## src/rtl/jtp_pkg.sv

```systemverilog
package jtp_pkg;
    localparam int IR_W = 4;
    localparam int ID_W = 32;
    localparam logic [3:0] IR_BYPASS = 4'hF;
    localparam logic [3:0] IR_IDCODE = 4'h1;
    localparam logic [3:0] IR_USERDR = 4'h2;
    // Pattern loaded in Capture-IR; the two low bits are fixed at 01.
    localparam logic [3:0] IR_CAPTURE = 4'h1;
    localparam logic [3:0] IR_RESET = IR_IDCODE;
    // Arbitrary identity value; bit 0 must stay set.
    localparam logic [31:0] IDCODE_DEFAULT = 32'h0000_A5A1;
    localparam logic SYNC_RESET_VAL = 1'b0;

    typedef enum logic [3:0] {
        ST_RESET, ST_IDLE,
        ST_SEL_DR, ST_CAP_DR, ST_SH_DR, ST_EX1_DR, ST_PAU_DR, ST_EX2_DR,
        ST_UPD_DR,
        ST_SEL_IR, ST_CAP_IR, ST_SH_IR, ST_EX1_IR, ST_PAU_IR, ST_EX2_IR,
        ST_UPD_IR
    } jtp_state_t;
endpackage

```

## src/rtl/jtp_tap_if.sv

```systemverilog
`timescale 1ns/10ps
interface jtp_tap_if;
    import jtp_pkg::*;
    logic tck_rise;
    logic tms;
    logic rst;
    jtp_state_t state;

    modport fsm (input tck_rise, input tms, input rst, output state);
    modport core (output tck_rise, output tms, output rst, input state);
endinterface

```

## src/rtl/jtp_tap_fsm.sv

```systemverilog
`timescale 1ns/10ps
module jtp_tap_fsm
    import jtp_pkg::*;
(
    input wire logic mclk, // System clock.
    jtp_tap_if.fsm bus     // Edge strobe, steering input and state.
);
    jtp_state_t state_r;
    jtp_state_t state_nxt;

    assign bus.state = state_r;

    always_comb begin
        state_nxt = state_r;
        unique case (state_r)
            ST_RESET: state_nxt = bus.tms ? ST_RESET : ST_IDLE;
            ST_IDLE: state_nxt = bus.tms ? ST_SEL_DR : ST_IDLE;
            ST_SEL_DR: state_nxt = bus.tms ? ST_SEL_IR : ST_CAP_DR;
            ST_CAP_DR: state_nxt = bus.tms ? ST_EX1_DR : ST_SH_DR;
            ST_SH_DR: state_nxt = bus.tms ? ST_EX1_DR : ST_SH_DR;
            ST_EX1_DR: state_nxt = bus.tms ? ST_UPD_DR : ST_PAU_DR;
            ST_PAU_DR: state_nxt = bus.tms ? ST_EX2_DR : ST_PAU_DR;
            ST_EX2_DR: state_nxt = bus.tms ? ST_UPD_DR : ST_SH_DR;
            ST_UPD_DR: state_nxt = bus.tms ? ST_SEL_DR : ST_IDLE;
            ST_SEL_IR: state_nxt = bus.tms ? ST_RESET : ST_CAP_IR;
            ST_CAP_IR: state_nxt = bus.tms ? ST_EX1_IR : ST_SH_IR;
            ST_SH_IR: state_nxt = bus.tms ? ST_EX1_IR : ST_SH_IR;
            ST_EX1_IR: state_nxt = bus.tms ? ST_UPD_IR : ST_PAU_IR;
            ST_PAU_IR: state_nxt = bus.tms ? ST_EX2_IR : ST_PAU_IR;
            ST_EX2_IR: state_nxt = bus.tms ? ST_UPD_IR : ST_SH_IR;
            ST_UPD_IR: state_nxt = bus.tms ? ST_SEL_DR : ST_IDLE;
        endcase
    end

    // Five rising edges with the steering input high reach the reset
    // state from anywhere, so the optional reset pin is never needed.
    always_ff @(posedge mclk) begin
        if (bus.rst) begin
            state_r <= ST_RESET;
        end else if (bus.tck_rise) begin
            state_r <= state_nxt;
        end
    end
endmodule

```

## src/rtl/jtp_tap.sv

```systemverilog
// How it works
// - Serial input bits are taken on each rising test clock edge.
// - The serial output changes only on falling test clock edges.
// - Serial output is released unless an IR or DR shift is active.
// - Steering input is sampled on rising test clock; host sets it first.
// - Controller moves only on rising test clock, steered by one input.
// - Low test reset forces the controller reset without any test clock.
// - Test reset is optional; five steering highs also reach reset.
`timescale 1ns/10ps
module jtp_tap
    import jtp_pkg::*;
#(
    parameter int USER_W = 8,
    parameter logic [31:0] IDCODE = IDCODE_DEFAULT
)(
    input wire logic mclk,                  // System clock, 25 MHz.
    input wire logic reset,                 // Synchronous reset, high.
    input wire logic tck,                   // Test clock pin.
    input wire logic tms,                   // Test mode select pin.
    input wire logic tdi,                   // Test data in pin.
    input wire logic trst_n,                // Test reset pin, low.
    output logic tdo,                       // Test data out value.
    output logic tdo_oe,                    // High while driving data out.
    output logic [USER_W-1:0] user_data,    // Updated user register.
    output logic [IR_W-1:0] instr           // Active instruction.
);
    logic tck_s1_r, tck_s2_r, tck_s3_r;
    logic tms_s1_r, tms_s2_r;
    logic tdi_s1_r, tdi_s2_r;
    logic trst_s1_r, trst_s2_r;
    logic tck_fall;
    logic tap_rst;
    logic [IR_W-1:0] ir_sh_r;
    logic [IR_W-1:0] instr_r;
    logic byp_r;
    logic [ID_W-1:0] id_sh_r;
    logic [USER_W-1:0] usr_sh_r;
    logic [USER_W-1:0] user_r;
    logic tdo_r;
    logic tdo_oe_r;

    jtp_tap_if bus ();

    function automatic logic dr_out(input logic [IR_W-1:0] ins,
                                    input logic byp,
                                    input logic id0,
                                    input logic us0);
        logic r;
        r = byp;
        if (ins == IR_IDCODE) begin
            r = id0;
        end else if (ins == IR_USERDR) begin
            r = us0;
        end
        return r;
    endfunction

    // Every pin crosses two flops; the edge finder reads only the second
    // and third stages, so the test clock must stay below mclk / 4.
    always_ff @(posedge mclk) begin
        if (reset) begin
            tck_s1_r <= SYNC_RESET_VAL;
            tck_s2_r <= SYNC_RESET_VAL;
            tck_s3_r <= SYNC_RESET_VAL;
            tms_s1_r <= SYNC_RESET_VAL;
            tms_s2_r <= SYNC_RESET_VAL;
            tdi_s1_r <= SYNC_RESET_VAL;
            tdi_s2_r <= SYNC_RESET_VAL;
            trst_s1_r <= SYNC_RESET_VAL;
            trst_s2_r <= SYNC_RESET_VAL;
        end else begin
            tck_s1_r <= tck;
            tck_s2_r <= tck_s1_r;
            tck_s3_r <= tck_s2_r;
            tms_s1_r <= tms;
            tms_s2_r <= tms_s1_r;
            tdi_s1_r <= tdi;
            tdi_s2_r <= tdi_s1_r;
            trst_s1_r <= trst_n;
            trst_s2_r <= trst_s1_r;
        end
    end

    // The reset pin acts whatever the test clock does; only mclk is needed.
    assign tap_rst = reset | ~trst_s2_r;
    assign bus.rst = tap_rst;
    assign bus.tck_rise = tck_s2_r & ~tck_s3_r;
    assign bus.tms = tms_s2_r;
    assign tck_fall = ~tck_s2_r & tck_s3_r;

    jtp_tap_fsm u_fsm (
        .mclk(mclk),
        .bus(bus)
    );

    // Instruction path; the reset state restores the default instruction.
    always_ff @(posedge mclk) begin
        if (tap_rst) begin
            ir_sh_r <= IR_CAPTURE;
            instr_r <= IR_RESET;
        end else if (bus.tck_rise) begin
            unique case (bus.state)
                ST_RESET: instr_r <= IR_RESET;
                ST_CAP_IR: ir_sh_r <= IR_CAPTURE;
                ST_SH_IR: ir_sh_r <= {tdi_s2_r, ir_sh_r[IR_W-1:1]};
                ST_UPD_IR: instr_r <= ir_sh_r;
                default: ;
            endcase
        end
    end

    // Data paths; unknown instructions fall back to the one-bit bypass.
    always_ff @(posedge mclk) begin
        if (tap_rst) begin
            byp_r <= 1'b0;
            id_sh_r <= IDCODE;
            usr_sh_r <= '0;
            user_r <= '0;
        end else if (bus.tck_rise) begin
            if (bus.state == ST_CAP_DR) begin
                byp_r <= 1'b0;
                id_sh_r <= IDCODE;
                usr_sh_r <= user_r;
            end else if (bus.state == ST_SH_DR) begin
                if (instr_r == IR_IDCODE) begin
                    id_sh_r <= {tdi_s2_r, id_sh_r[ID_W-1:1]};
                end else if (instr_r == IR_USERDR) begin
                    usr_sh_r <= {tdi_s2_r, usr_sh_r[USER_W-1:1]};
                end else begin
                    byp_r <= tdi_s2_r;
                end
            end else if (bus.state == ST_UPD_DR &&
                         instr_r == IR_USERDR) begin
                user_r <= usr_sh_r;
            end
        end
    end

    // Driving on the falling edge gives the host a half period of hold.
    always_ff @(posedge mclk) begin
        if (tap_rst) begin
            tdo_r <= 1'b0;
            tdo_oe_r <= 1'b0;
        end else if (tck_fall) begin
            if (bus.state == ST_SH_IR) begin
                tdo_r <= ir_sh_r[0];
                tdo_oe_r <= 1'b1;
            end else if (bus.state == ST_SH_DR) begin
                tdo_r <= dr_out(instr_r, byp_r, id_sh_r[0], usr_sh_r[0]);
                tdo_oe_r <= 1'b1;
            end else begin
                tdo_oe_r <= 1'b0;
            end
        end
    end

    assign tdo = tdo_r;
    assign tdo_oe = tdo_oe_r;
    assign user_data = user_r;
    assign instr = instr_r;
endmodule

```

## config.mk

```make
export PLATFORM = sky130hd
export DESIGN_NAME = jtp_tap
export DESIGN_NICKNAME = d
export VERILOG_FILES = /design/src/rtl/jtp_pkg.sv /design/src/rtl/jtp_tap_if.sv /design/src/rtl/jtp_tap_fsm.sv /design/src/rtl/jtp_tap.sv
export SDC_FILE = /design/constraint.sdc
export NUM_CORES = 1
export LEC_CHECK = 0
export ABC_AREA = 1
export BUFFER_PORTS_ARGS = -buffer_cell sky130_fd_sc_hd__buf_2
export CAP_MARGIN = 20
export CORE_MARGIN = 1.5
export CORE_UTILIZATION = 48
export DETAILED_ROUTE_END_ITERATION = 8
export PLACE_DENSITY = 0.65
export SLEW_MARGIN = 20
export SYNTH_ARGS = -nofsm -noshare
export SYNTH_HDL_FRONTEND = slang
export SYNTH_HIERARCHICAL = 1
export SYNTH_SLANG_ARGS = --single-unit
```

## constraint.sdc

```tcl
create_clock -name mclk -period 3.9 [get_ports mclk]
set_input_delay 0.585 -clock mclk [delete_from_list [all_inputs] [get_ports mclk]]
set_output_delay 0.585 -clock mclk [all_outputs]
set_load 0.02 [all_outputs]
```

=== Word-level counts from Yosys, hierarchy flattened ===
Cells that the tools add are included.

* Equal/unequal tests: 19
* Mux-type cells: 32
* Bitwise gates (word level): 8
* Reductions and logical operators: 18

{| class="wikitable"
|+ Operator list
! cell !! count
|-
| $mux W32 || 3
|-
| $pmux W4 S12 || 1
|-
| $eq A4 B4 Y1 const B || 8
|-
| $mux W8 || 4
|-
| $eq A4 B3 Y1 const B || 4
|-
| $mux W4 || 4
|-
| $pmux W4 S2 || 2
|-
| $mux W1 || 13
|-
| $eq A4 B2 Y1 const B || 3
|-
| $reduce_and A4 Y1 || 3
|-
| $reduce_bool A2 Y1 || 6
|-
| $eq A4 B1 Y1 const B || 2
|-
| $mux W2 || 3
|-
| $mux W3 || 2
|-
| $reduce_and A2 Y1 || 3
|-
| $not A1 Y1 || 5
|-
| $logic_not A4 Y1 || 1
|-
| $ne A2 B2 Y1 const B || 2
|-
| $reduce_or A2 Y1 || 2
|-
| $reduce_and A3 Y1 || 1
|-
| $reduce_or A3 Y1 || 1
|-
| $and A1 B1 Y1 || 2
|-
| $logic_and A1 B1 Y1 || 1
|-
| $or A1 B1 Y1 || 1
|}

* Word-level logic and storage cells: 95
* Register bits after elaboration: 72
* Bits of input ports: 6
* Output and inout bits: 14

=== Depth between registers and ports, before layout ===
Gate-level depths: netlist of run 1.

* Depth in word-level cells: 5
* Gate-level depth with buffers: 10
* Gate-level depth less buffers: 8

=== Modules after synthesis ===
Netlist of run 1, hierarchy kept.

{| class="wikitable"
|+ By module, submodules not included
! module !! instances !! cells an instance !! area an instance (µm²) !! seq. area each (µm²)
|-
| jtp_tap || 1 || 408 || 2864.0 || 1361.3
|-
| jtp_tap_fsm || 1 || 66 || 385.4 || 80.1
|}

=== Worst setup path before layout of run 1 ===
OpenSTA, ideal clock, no wires.

* Path kind: in2reg
* Start point: input reset
* End point: register id_sh_r[22]
* Required time: 3766 ps
* Setup time: 134 ps
* Buffers on the path: 2
* Arrival: 1478 ps
* Stages on the path: 5
* Path slack: 2288 ps
* Cell sequence: clkbuf_1 > nor2_1 > inv_1 > clkbuf_1 > nor2_1

* Cells in the longest elaborated chain, start to end: 1

{| class="wikitable"
|+ Ends and longest elaborated chain
! what !! line !! source
|-
| from (decl) || jtp_tap.sv:17 || <nowiki>input wire logic reset,</nowiki>
|-
| $or A1 B1 Y1 || jtp_tap.sv:85 || <nowiki>assign tap_rst = reset | ~trst_s2_r;</nowiki>
|-
| named net bus.rst || jtp_tap_if.sv:6 || <nowiki>logic rst;</nowiki>
|-
| to (signal assigned) || jtp_tap.sv:126 || <nowiki>id_sh_r <= {tdi_s2_r, id_sh_r[ID_W-1:1]};</nowiki>
|-
| to (decl) || jtp_tap.sv:36 || <nowiki>logic [ID_W-1:0] id_sh_r;</nowiki>
|}

The timed path passes the listed nets, and every way through them passes these cells.
A chain may end at the register's enable or synchronous reset.

=== Worst setup path after layout of run 1 ===
* Start point: register u_fsm.state_r[2], in the netlist u_fsm/bus.state[2]
* End point: register id_sh_r[3]

* Cells in the longest elaborated chain, start to end: 3
* Elaborated cells between the ends (all ways): 6
* Those cells by class: eq/ne: 2; mux: 1; reduce/logical: 3

{| class="wikitable"
|+ Ends and longest elaborated chain
! what !! line !! source
|-
| from (decl) || jtp_tap_fsm.sv:8 || <nowiki>jtp_state_t state_r;</nowiki>
|-
| from (signal assigned) || jtp_tap_fsm.sv:41 || <nowiki>state_r <= state_nxt;</nowiki>
|-
| $eq A4 B2 Y1 / $eq A4 B3 Y1 (equally long branches) || jtp_tap.sv:120, jtp_tap.sv:124 ||
|-
| $reduce_bool A2 Y1 (no source line) || - ||
|-
| $reduce_and A3 Y1 (no source line) || - ||
|}

Parallel ways exist; a longest one is shown, timed or not.

==> results of run 1 <==
## power groups by stage
stage	clock network, mW	logic [mW]	registers, mW
2_1_floorplan	0	0.0144	0.758
3_3_place_gp	0	0.0202	0.758
3_5_place_dp	0	0.0204	0.758
4_1_cts	0.672	0.0205	0.741
5_1_grt	0.700	0.0233	0.741
6_report	0.658	0.0201	0.741
## cells in the mapped netlist
library cell	instances
nand3_1	22
nand3b_1	1
clkbuf_1	8
a21oi_2	2
a21oi_1	36
nand2_4	3
nor2_4	1
nand4_1	8
buf_2	9
inv_2	3
nor2_2	7
nor2_1	88
o21ai_1	20
buf_6	5
dfxtp_1	72
nand2_1	97
o21ai_0	28
nand3_2	1
nor3_2	1
inv_1	57
nand2_2	2
a31oi_1	2
nand3_4	1
## metal layers
layer  part of all wire [%]  global-route usage, %
met5                      0                      0
met4                    1.5                   10.1
met3                    3.3                   3.70
met2                     45                   28.4
met1                     50                   23.1
## stage by stage
step	hold slack, ps	setup slack (ps)	power, mW
floorplan	388	2290	0.772
global placement	390	1700	0.778
detailed placement	395	1690	0.779
CTS	406	1750	1.43
global route	421	1450	1.46
finish	405	1740	1.42
## registers in the layout (all words and copies together) (netlist names)
signal / flops
bus.tms: 1
byp_r: 1
id_sh_r: 32
instr: 4
ir_sh_r: 4
tck_s1_r: 1
tck_s2_r: 1
tck_s3_r: 1
tdi_s1_r: 1
tdi_s2_r: 1
tdo: 1
tdo_oe: 1
tms_s1_r: 1
trst_s1_r: 1
trst_s2_r: 1
u_fsm/bus.state: 4
user_data: 8
usr_sh_r: 8
## worst register-to-register path: cells and delay by family, from the launching register on
kind / cells / cell delay (ps)
AO/OA/AOI/OAI: 1 / 380
flip-flops: 1 / 680
AND/OR/NAND/NOR: 4 / 970
## logic make-up after synthesis
| family | after synthesis | synth area share (%) |
|---|---|---|
| compound gates | 88 | 13.9 |
| flops | 72 | 44.4 |
| simple gates | 232 | 30.8 |
| buf+inv | 82 | 11.0 |
## cell type report
| class | count | area, sq um |
|---|---|---|
| Sequential cell | 72 | 1440 |
| Clock inverter | 4 | 76.3 |
| Clock buffer | 12 | 145 |
| Multi-Input combinational cell | 320 | 1450 |
| Fill cell | 636 | 2910 |
| Timing Repair Buffer | 22 | 118 |
| Tap cell | 77 | 96.3 |
| Inverter | 60 | 225 |
## how the worst max path moves through the flow
stage	startpoint	to	slack, ps	cells after the start
global placement	reset	id_sh_r[0]	1700	7
finish	u_fsm/bus.state[2]	id_sh_r[3]	1740	5
global route	u_fsm/bus.state[2]	id_sh_r[3]	1450	5
detailed placement	reset	id_sh_r[15]	1690	7
floorplan	reset	id_sh_r[22]	2290	5
CTS	u_fsm/bus.state[2]	id_sh_r[3]	1750	5
==> impl_metrics.toml, run 1 <==
[sta]
tightest_slew_ps = 846
period_needed_ps = 2160
drv_slew = 0
fin_crit_sh_pct = 55.3
rsz0062_at_grt = "no"
fin_skew_ps = 15.7
relSlewSlack_pct = 43.6
fin_setup_tns_ps = 0
setup_viol = 0
finalHoldViolations = 0
fmax_mhz = 464

[critical_path]
cp.buffers_inverters = 0
cp_cell_sequence = "nand3_1, nand2_4, nand3_4, o21ai_0, nor2_1"
cp-start-kind = "flop"
crit_path_max_incr_delay_ps = 680
r2r_slack_ps = 1740
reg2reg_depth = 5
crit_path_top_delay_cell = "dfxtp_1"
worstReg2RegEnd = "id_sh_r[3]"
arrival_ps = 2360
path_class = "flop to flop"
critPathMaxFanout = 58
regToRegStartpoint = "u_fsm/bus.state[2]"
crit_required_ps = 4100
crit_family = "simple AND/OR/NAND/NOR gates"
end_kind = "flop"

[grt]
grt_pass1_wl_um = 10500
grt_pass1_vias = 2407
antenna_found_initial = 0
grt_start_max_net_pins = 59
grt_overflow_total = 0
grt.total_usage_pct = 18.0

[clock_tree]
postCtsHoldBufs = 0
clock_latency_ps = 360
cts_root_buf = "clkbuf_8"
ctsResizeCount = 0
cts.sinks = 72
cts_buffers = 9
cts_setup_buffers = 0
cts.clk_slew.worst_paths_ps = 70
cts_htree_levels = 3
cts_tree = "done"
clk_path_buf_depth = 2

[pwr]
p_per_area_nw_per_um2 = 400
p_comb_share_pct = 1.4
p_int_mw = 1.13
p_leak_nw = 1.60
p_clk_share_pct = 46.4
vdd_drop_max_mv = 0.230
p_sw_share_pct = 20.8
pwr-share-seq_pct = 52.2
switchingPower_uw = 295

[layout]
fin_nets = 491
area_delta_synth_final_pct = 9.36
stdcell_area_sq_um = 3550
final_util_pct = 55.0
final_common_cell = "nand2_1"
antenna_cells = 0
final_layout_size_suffix_gt1_share_pct = 11.6
final_cell_mix = "97 x nand2_1, 88 x nor2_1, 72 x dfxtp_1"
fin_cells = 567

[detailed_routing]
routed_via_density = 4.89
ant_nets = 0
routed_wl_um = 6080
vias = 2772
wire_per_inst_um = 10.7
drt_first_pass_iters = 4
drtIter0Drc = 93
drc = 0

[synthesis]
ys_top_cells_by_area = "dfxtp_1 44%, nand2_1 11%, nor2_1 10%, inv_1 6.6%, a21oi_1 5.5%"
netlist_area_sq_um = 3250
synth_nets = 480
ys_seq_elements = 72
netlist.area_leader.share_pct = 44.4
synth_cells = 474
yosysUniqueCellTypes = 23
seq_area_frac_synth_pct = 44.4
synth_top_cell_by_area = "dfxtp_1"
syn_avg_cell_area_sq_um = 6.86
ys_warn_count = 6

[floorplanning]
die_x_um = 85.3
dieHeight_um = 85.3
rows = 29
die_area_sq_um = 7270
ioPinCount = 20
start_util_pct = 50.3
core_sq_um = 6460

[hold_path]
min_path_cells = 2
holdCritStartpoint = "trst_s1_r"
hp-class = "flop to flop"
hold_path_end = "trst_s2_r"

[placement]
gp_congestion = 0.832
dpl-instance-area_sq_um = 3330
io_buffers = 19
hpwl_um = 3870
dp_cells = 551

[status]
outcome = "complete, no violations"

[job]
maxCapViolCount = 0
Note: power is estimated with default switching activity, not from simulation.
==> run 2: changes to the inputs <==
- ABC_AREA: 1 -> 0
- PLACE_DENSITY: 0.65 -> 0.66
- clock period: 3.9 -> 2.1 ns (I/O delays scaled with it)
==> run 2 against run 1 <==
Register-to-register slack got worse by 1600 ps. First-iteration DRC count increased by 130%. Fmax increased by 11%. Die area decreased by 5.7%. Synthesized cell count decreased by 26%. Flip-flop and latch count unchanged. Final cell count decreased by 20%. Sequential share of layout area increased by 0.95 points. Core utilization increased by 2.6 points. Synthesized area decreased by 5.9%. Setup slack got worse by 1600 ps. Clock skew decreased by 5.9 ps. Largest cell class unchanged. Largest power group unchanged.
==> impl_metrics.toml, run 2 <==
[status]
outcome = "complete, no violations"

[sta]
timing.hold.ws_ps = 175
fin_setup_tns_ps = 0
drv_slew = 0
tightest_slew_ps = 529
period_needed_ps = 1950
fin_skew_ps = 9.73
rsz0062_at_grt = "no"
relSlewSlack_pct = 64.6
finalHoldViolations = 0
fmax_mhz = 514
setup_viol = 0
fin_crit_sh_pct = 92.7
fin_ws_ps = 153

[layout]
final_layout_size_suffix_gt1_share_pct = 18.2
regMostFlops = "id_sh_r"
final_util_pct = 57.6
area_delta_synth_final_pct = 13.5
final_common_cell = "dfxtp_1"
fin_nets = 381
largest_reg_flops = 32
antenna_cells = 0
num-fill-cells = 543
final_cell_mix = "72 x dfxtp_1, 51 x nand2_1, 33 x a21oi_1"

[critical_path]
end_kind = "flop"
crit_path_top_delay_cell = "or4b_4"
cp.buffers_inverters = 1
arrival_ps = 2170
worstReg2RegEnd = "user_data[6]"
path_class = "flop to flop"
critPathMaxFanout = 8
cp-start-kind = "flop"
crit_path_max_incr_delay_ps = 570
crit_required_ps = 2320
cp_cell_sequence = "or4b_4, or4b_1, buf_4, mux2i_1, nor2_1"
reg2reg_depth = 5
r2r_slack_ps = 150
crit_family = "simple AND/OR/NAND/NOR gates"
regToRegStartpoint = "instr[0]"

[detailed_routing]
ant_nets = 0
routed_via_density = 5.60
routed_wl_um = 6400
drt_first_pass_iters = 4
drc = 0
drtIter0Drc = 211
vias = 2548
wire_per_inst_um = 14.1

[floorplanning]
die_area_sq_um = 6860
die_x_um = 82.8
start_util_pct = 50.7
rows = 28
core_sq_um = 6030
dieHeight_um = 82.8
ioPinCount = 20

[synthesis]
yosys-top-cells-count = "72 x dfxtp_1, 51 x nand2_1, 33 x a21oi_1"
synth-xor-area-share_pct = 0.573
synth_top_cell_by_area = "dfxtp_1"
ys_warn_count = 6
yosysMostFrequentCell = "dfxtp_1"
syn_avg_cell_area_sq_um = 8.74
ys_top_cells_by_area = "dfxtp_1 47%, nand2_1 6.3%, a21oi_1 5.4%, nand3_1 4.3%, nor2_1 3.9%"
synth_nets = 356
ys_seq_elements = 72
synth-edff-count = 0
yosysUniqueCellTypes = 54
netlist_area_sq_um = 3060
netlist.area_leader.share_pct = 47.1
yosys.area_share.simple_pct = 26.2
async_flop_share_pct = 0
synth-main-ff-cell = "dfxtp_1"
synth_compound_area_share_pct = 17.5
synthAdderAreaFrac_pct = 0
seq_area_frac_synth_pct = 47.1
synth_cells = 350
synth_top_family_by_area = "simple AND/OR/NAND/NOR gates"
synth_mux_area_share_pct = 2.95

[hold_path]
hp-class = "primary input to flop"
min_path_cells = 2
holdCritStartpoint = "trst_n"
hold_path_end = "trst_s1_r"

[clock_tree]
cts_setup_buffers = 0
ctsResizeCount = 0
clk_path_buf_depth = 2
cts.sinks = 72
clock_latency_ps = 340
cts_tree = "done"
postCtsHoldBufs = 0
cts_buffers = 9
cts_htree_levels = 3
cts.clk_slew.worst_paths_ps = 80
cts_root_buf = "clkbuf_8"

[pwr]
pwr-share-seq_pct = 57.1
p_comb_share_pct = 1.5
p_sw_share_pct = 23.4
vdd_drop_max_mv = 0.352
switchingPower_uw = 563
p_total_mw = 2.41
p_clk_share_pct = 41.4
p_per_area_nw_per_um2 = 695
p_int_mw = 1.85
p_leak_nw = 1.24

[grt]
grt_pass1_wl_um = 11000
grt_pass1_vias = 2338
antenna_found_initial = 0
grt_start_max_net_pins = 38
grt_overflow_total = 0
grt.total_usage_pct = 19.4

[placement]
hpwl_um = 4110
io_buffers = 19
preCtsSetupSlack_ps = 154
gp_congestion = 0.825

[job]
maxCapViolCount = 0
==> run 2: how the worst max path moves through the flow <==
stage,from,to,slack (ps),depth (start not counted)
5_1_grt,instr[0],user_data[2],70,5
3_5_place_dp,instr[3],user_data[6],150,5
2_1_floorplan,instr[1],user_data[0],110,5
6_report,instr[0],user_data[6],150,5
3_3_place_gp,instr[0],user_data[6],210,5
4_1_cts,instr[0],user_data[6],140,5
==> run 2: metrics by stage <==
step,area (sq um),std cells
finish,3470,455
global route,3470,455
CTS,3470,455
detailed placement,3290,439
global placement,3290,439
floorplan,3060,350
==> run 2: power by group through the flow <==
| stage | sequential (mW) | combinational (mW) | clock (mW) |
|---|---|---|---|
| floorplan | 1.41 | 0.0270 | 0 |
| global placement | 1.41 | 0.0365 | 0 |
| detailed placement | 1.41 | 0.0373 | 0 |
| CTS | 1.38 | 0.0373 | 1.01 |
| global route | 1.38 | 0.0418 | 1.08 |
| finish | 1.38 | 0.0371 | 0.998 |
==> run 2: metal layers <==
| metal | wire, um | vias to the layer above | track usage, % | part of all wire, % |
|---|---|---|---|---|
| li1 | - | 1284 | - | - |
| met2 | 2880 | 51 | 29.4 | 45 |
| met4 | 53 | 0 | 5.91 | 0.83 |
| met3 | 193 | 7 | 4.77 | 3.0 |
| met5 | 0 | - | 0 | 0 |
| met1 | 3270 | 1206 | 27.2 | 51 |
==> run 2: kinds of logic after synthesis <==
| family | after synthesis |
|---|---|
| XOR/XNOR | 2 |
| flip-flops | 72 |
| AO/OA/AOI/OAI | 77 |
| AND/OR/NAND/NOR | 158 |
| buffers and inverters | 32 |
| multiplexers | 9 |
==> run 2: layout make-up <==
class	instances	area, sq um	area share, %
clock inverter	6	42.5	1.23
clock buffer	10	138	3.96
timing repair buffer	39	283	8.14
multi-input combinational	246	1450	41.7
inverter	7	26.3	0.757
sequential	72	1440	41.5
tap	75	93.8	2.70
==> run 2: worst register-to-register path, stage by stage (launching register included) <==
cell,delay [ps]
dfxtp_1,350
or4b_4,570
or4b_1,500
buf_4,200
mux2i_1,160
nor2_1,50
==> run 3: changes to the inputs <==
- clock period: 2.1 -> 2.2 ns (I/O delays scaled with it)
==> run 3 against run 2 <==
Combinational power shrank 3%. First-iteration DRC count down 21%. Setup slack gained 59 ps.
==> impl_metrics.toml, run 3 (synthesis results as in run 2) <==
[grt]
antenna_found_initial = 0
grt_pass1_wl_um = 10200
grt.total_usage_pct = 18.0
grt_start_max_net_pins = 44
grt_overflow_total = 0
grt_pass1_vias = 2223

[layout]
area_delta_synth_final_pct = 12.2
final_layout_size_suffix_gt1_share_pct = 16.3
fin_nets = 376
regMostFlops = "id_sh_r"
num-fill-cells = 557
antenna_cells = 0
final_cell_mix = "72 x dfxtp_1, 51 x nand2_1, 33 x a21oi_1"
fin_cells = 450
multi_input_area_sq_um = 1450
final_common_cell = "dfxtp_1"
final-seq-area_sq_um = 1440
largest_reg_flops = 32

[floorplanning]
rows = 28
dieHeight_um = 82.8
die_x_um = 82.8
ioPinCount = 20
start_util_pct = 50.7
core_sq_um = 6030
die_area_sq_um = 6860

[status]
outcome = "complete, no violations"

[critical_path]
regToRegStartpoint = "u_fsm/bus.state[2]"
r2r_slack_ps = 210
arrival_ps = 2220
crit_family = "simple AND/OR/NAND/NOR gates"
critPathMaxFanout = 32
cp.buffers_inverters = 1
reg2reg_depth = 5
cp_cell_sequence = "or3b_1, a221o_1, buf_4, nor3_1, o21ai_1"
cp-start-kind = "flop"
crit_required_ps = 2430
crit_path_max_incr_delay_ps = 500
worstReg2RegEnd = "id_sh_r[8]"
crit_path_top_delay_cell = "or3b_1"
path_class = "flop to flop"
end_kind = "flop"

[sta]
fmax_mhz = 503
fin_setup_tns_ps = 0
period_needed_ps = 1990
setup_viol = 0
relSlewSlack_pct = 63.7
finalHoldViolations = 0
timing.hold.ws_ps = 192
drv_slew = 0
fin_skew_ps = 14.0
rsz0062_at_grt = "no"
fin_crit_sh_pct = 90.4
tightest_slew_ps = 543

[hold_path]
holdCritStartpoint = "tck"
hp-class = "primary input to flop"
hold_path_end = "tck_s1_r"
min_path_cells = 2

[detailed_routing]
routed-wl-met3_um = 188
highest_layer = "met4"
drt-met1-wl_um = 3120
ant_nets = 0
wire_per_inst_um = 13.5
drt_first_pass_iters = 4
routed_via_density = 5.52
routed_wl_um = 6070
vias = 2486
drc = 0
met2_wirelength_um = 2720
drtIter0Drc = 166

[job]
maxCapViolCount = 0

[clock_tree]
cts.sinks = 72
ctsResizeCount = 0
cts_setup_buffers = 0
cts.clk_slew.worst_paths_ps = 80
cts_buffers = 9
postCtsHoldBufs = 0
cts_tree = "done"
clock_latency_ps = 350
cts_htree_levels = 3
cts_root_buf = "clkbuf_8"
clk_path_buf_depth = 2

[pwr]
p_per_area_nw_per_um2 = 691
p_leak_nw = 1.22
vdd_drop_max_mv = 0.361

[placement]
io_buffers = 19
hpwl_um = 3800
gp_congestion = 0.802
dp_cells = 434
-- run 3: cell count changes in the layout (fill, tap and decap cells not counted) --
cell and change:
buf_4 -4, clkinv_4 -1, clkbuf_1 +3, bufinv_16 +1
clkbuf_8 -1, buf_12 -1, clkinv_2 -2
-- run 3: how the worst max path moves through the flow --
stage	start	to	cells after the start	slack (ps)
6_report	u_fsm/bus.state[2]	id_sh_r[8]	5	210
5_1_grt	u_fsm/bus.state[2]	id_sh_r[3]	6	30
4_1_cts	u_fsm/bus.state[2]	id_sh_r[3]	6	210
3_5_place_dp	instr[1]	user_data[3]	5	240
3_3_place_gp	instr[1]	user_data[1]	5	260
2_1_floorplan	instr[1]	user_data[0]	5	210
-- run 3: power breakdown --
part	leakage, nW	switching [mW]	internal, mW
registers	0.582	0.00562	1.31
logic	0.546	0.0217	0.0143
clock network	0.0872	0.491	0.529
total	1.22	0.518	1.85
-- run 3: per-layer routing --
metal | vias to the layer above | GRT usage, %
li1 | 1281 | -
met1 | 1165 | 24.0
met2 | 36 | 27.9
met3 | 4 | 3.18
met4 | 0 | 9.39
met5 | - | 0
-- run 3: final cells by class --
cell class	instances	area share [%]
multi-input cells	246	42.2
clock inverters	4	1.57
flip-flops and latches	72	42.0
clock buffers	12	3.94
repair buffers	34	6.78
well taps	75	2.74
inverters	7	0.766
-- run 3: metrics by stage --
| stage | power, mW | setup WS, ps | utilization (%) | cell area (sq um) |
|---|---|---|---|---|
| 6_report | 2.37 | 211 | 56.9 | 3430 |
| 5_1_grt | 2.45 | 33.2 | 56.9 | 3430 |
| 4_1_cts | 2.39 | 213 | 56.9 | 3430 |
| 3_5_place_dp | 1.38 | 241 | 53.8 | 3240 |
| 3_3_place_gp | 1.38 | 260 | 53.8 | 3240 |
| 2_1_floorplan | 1.37 | 212 | - | 3060 |
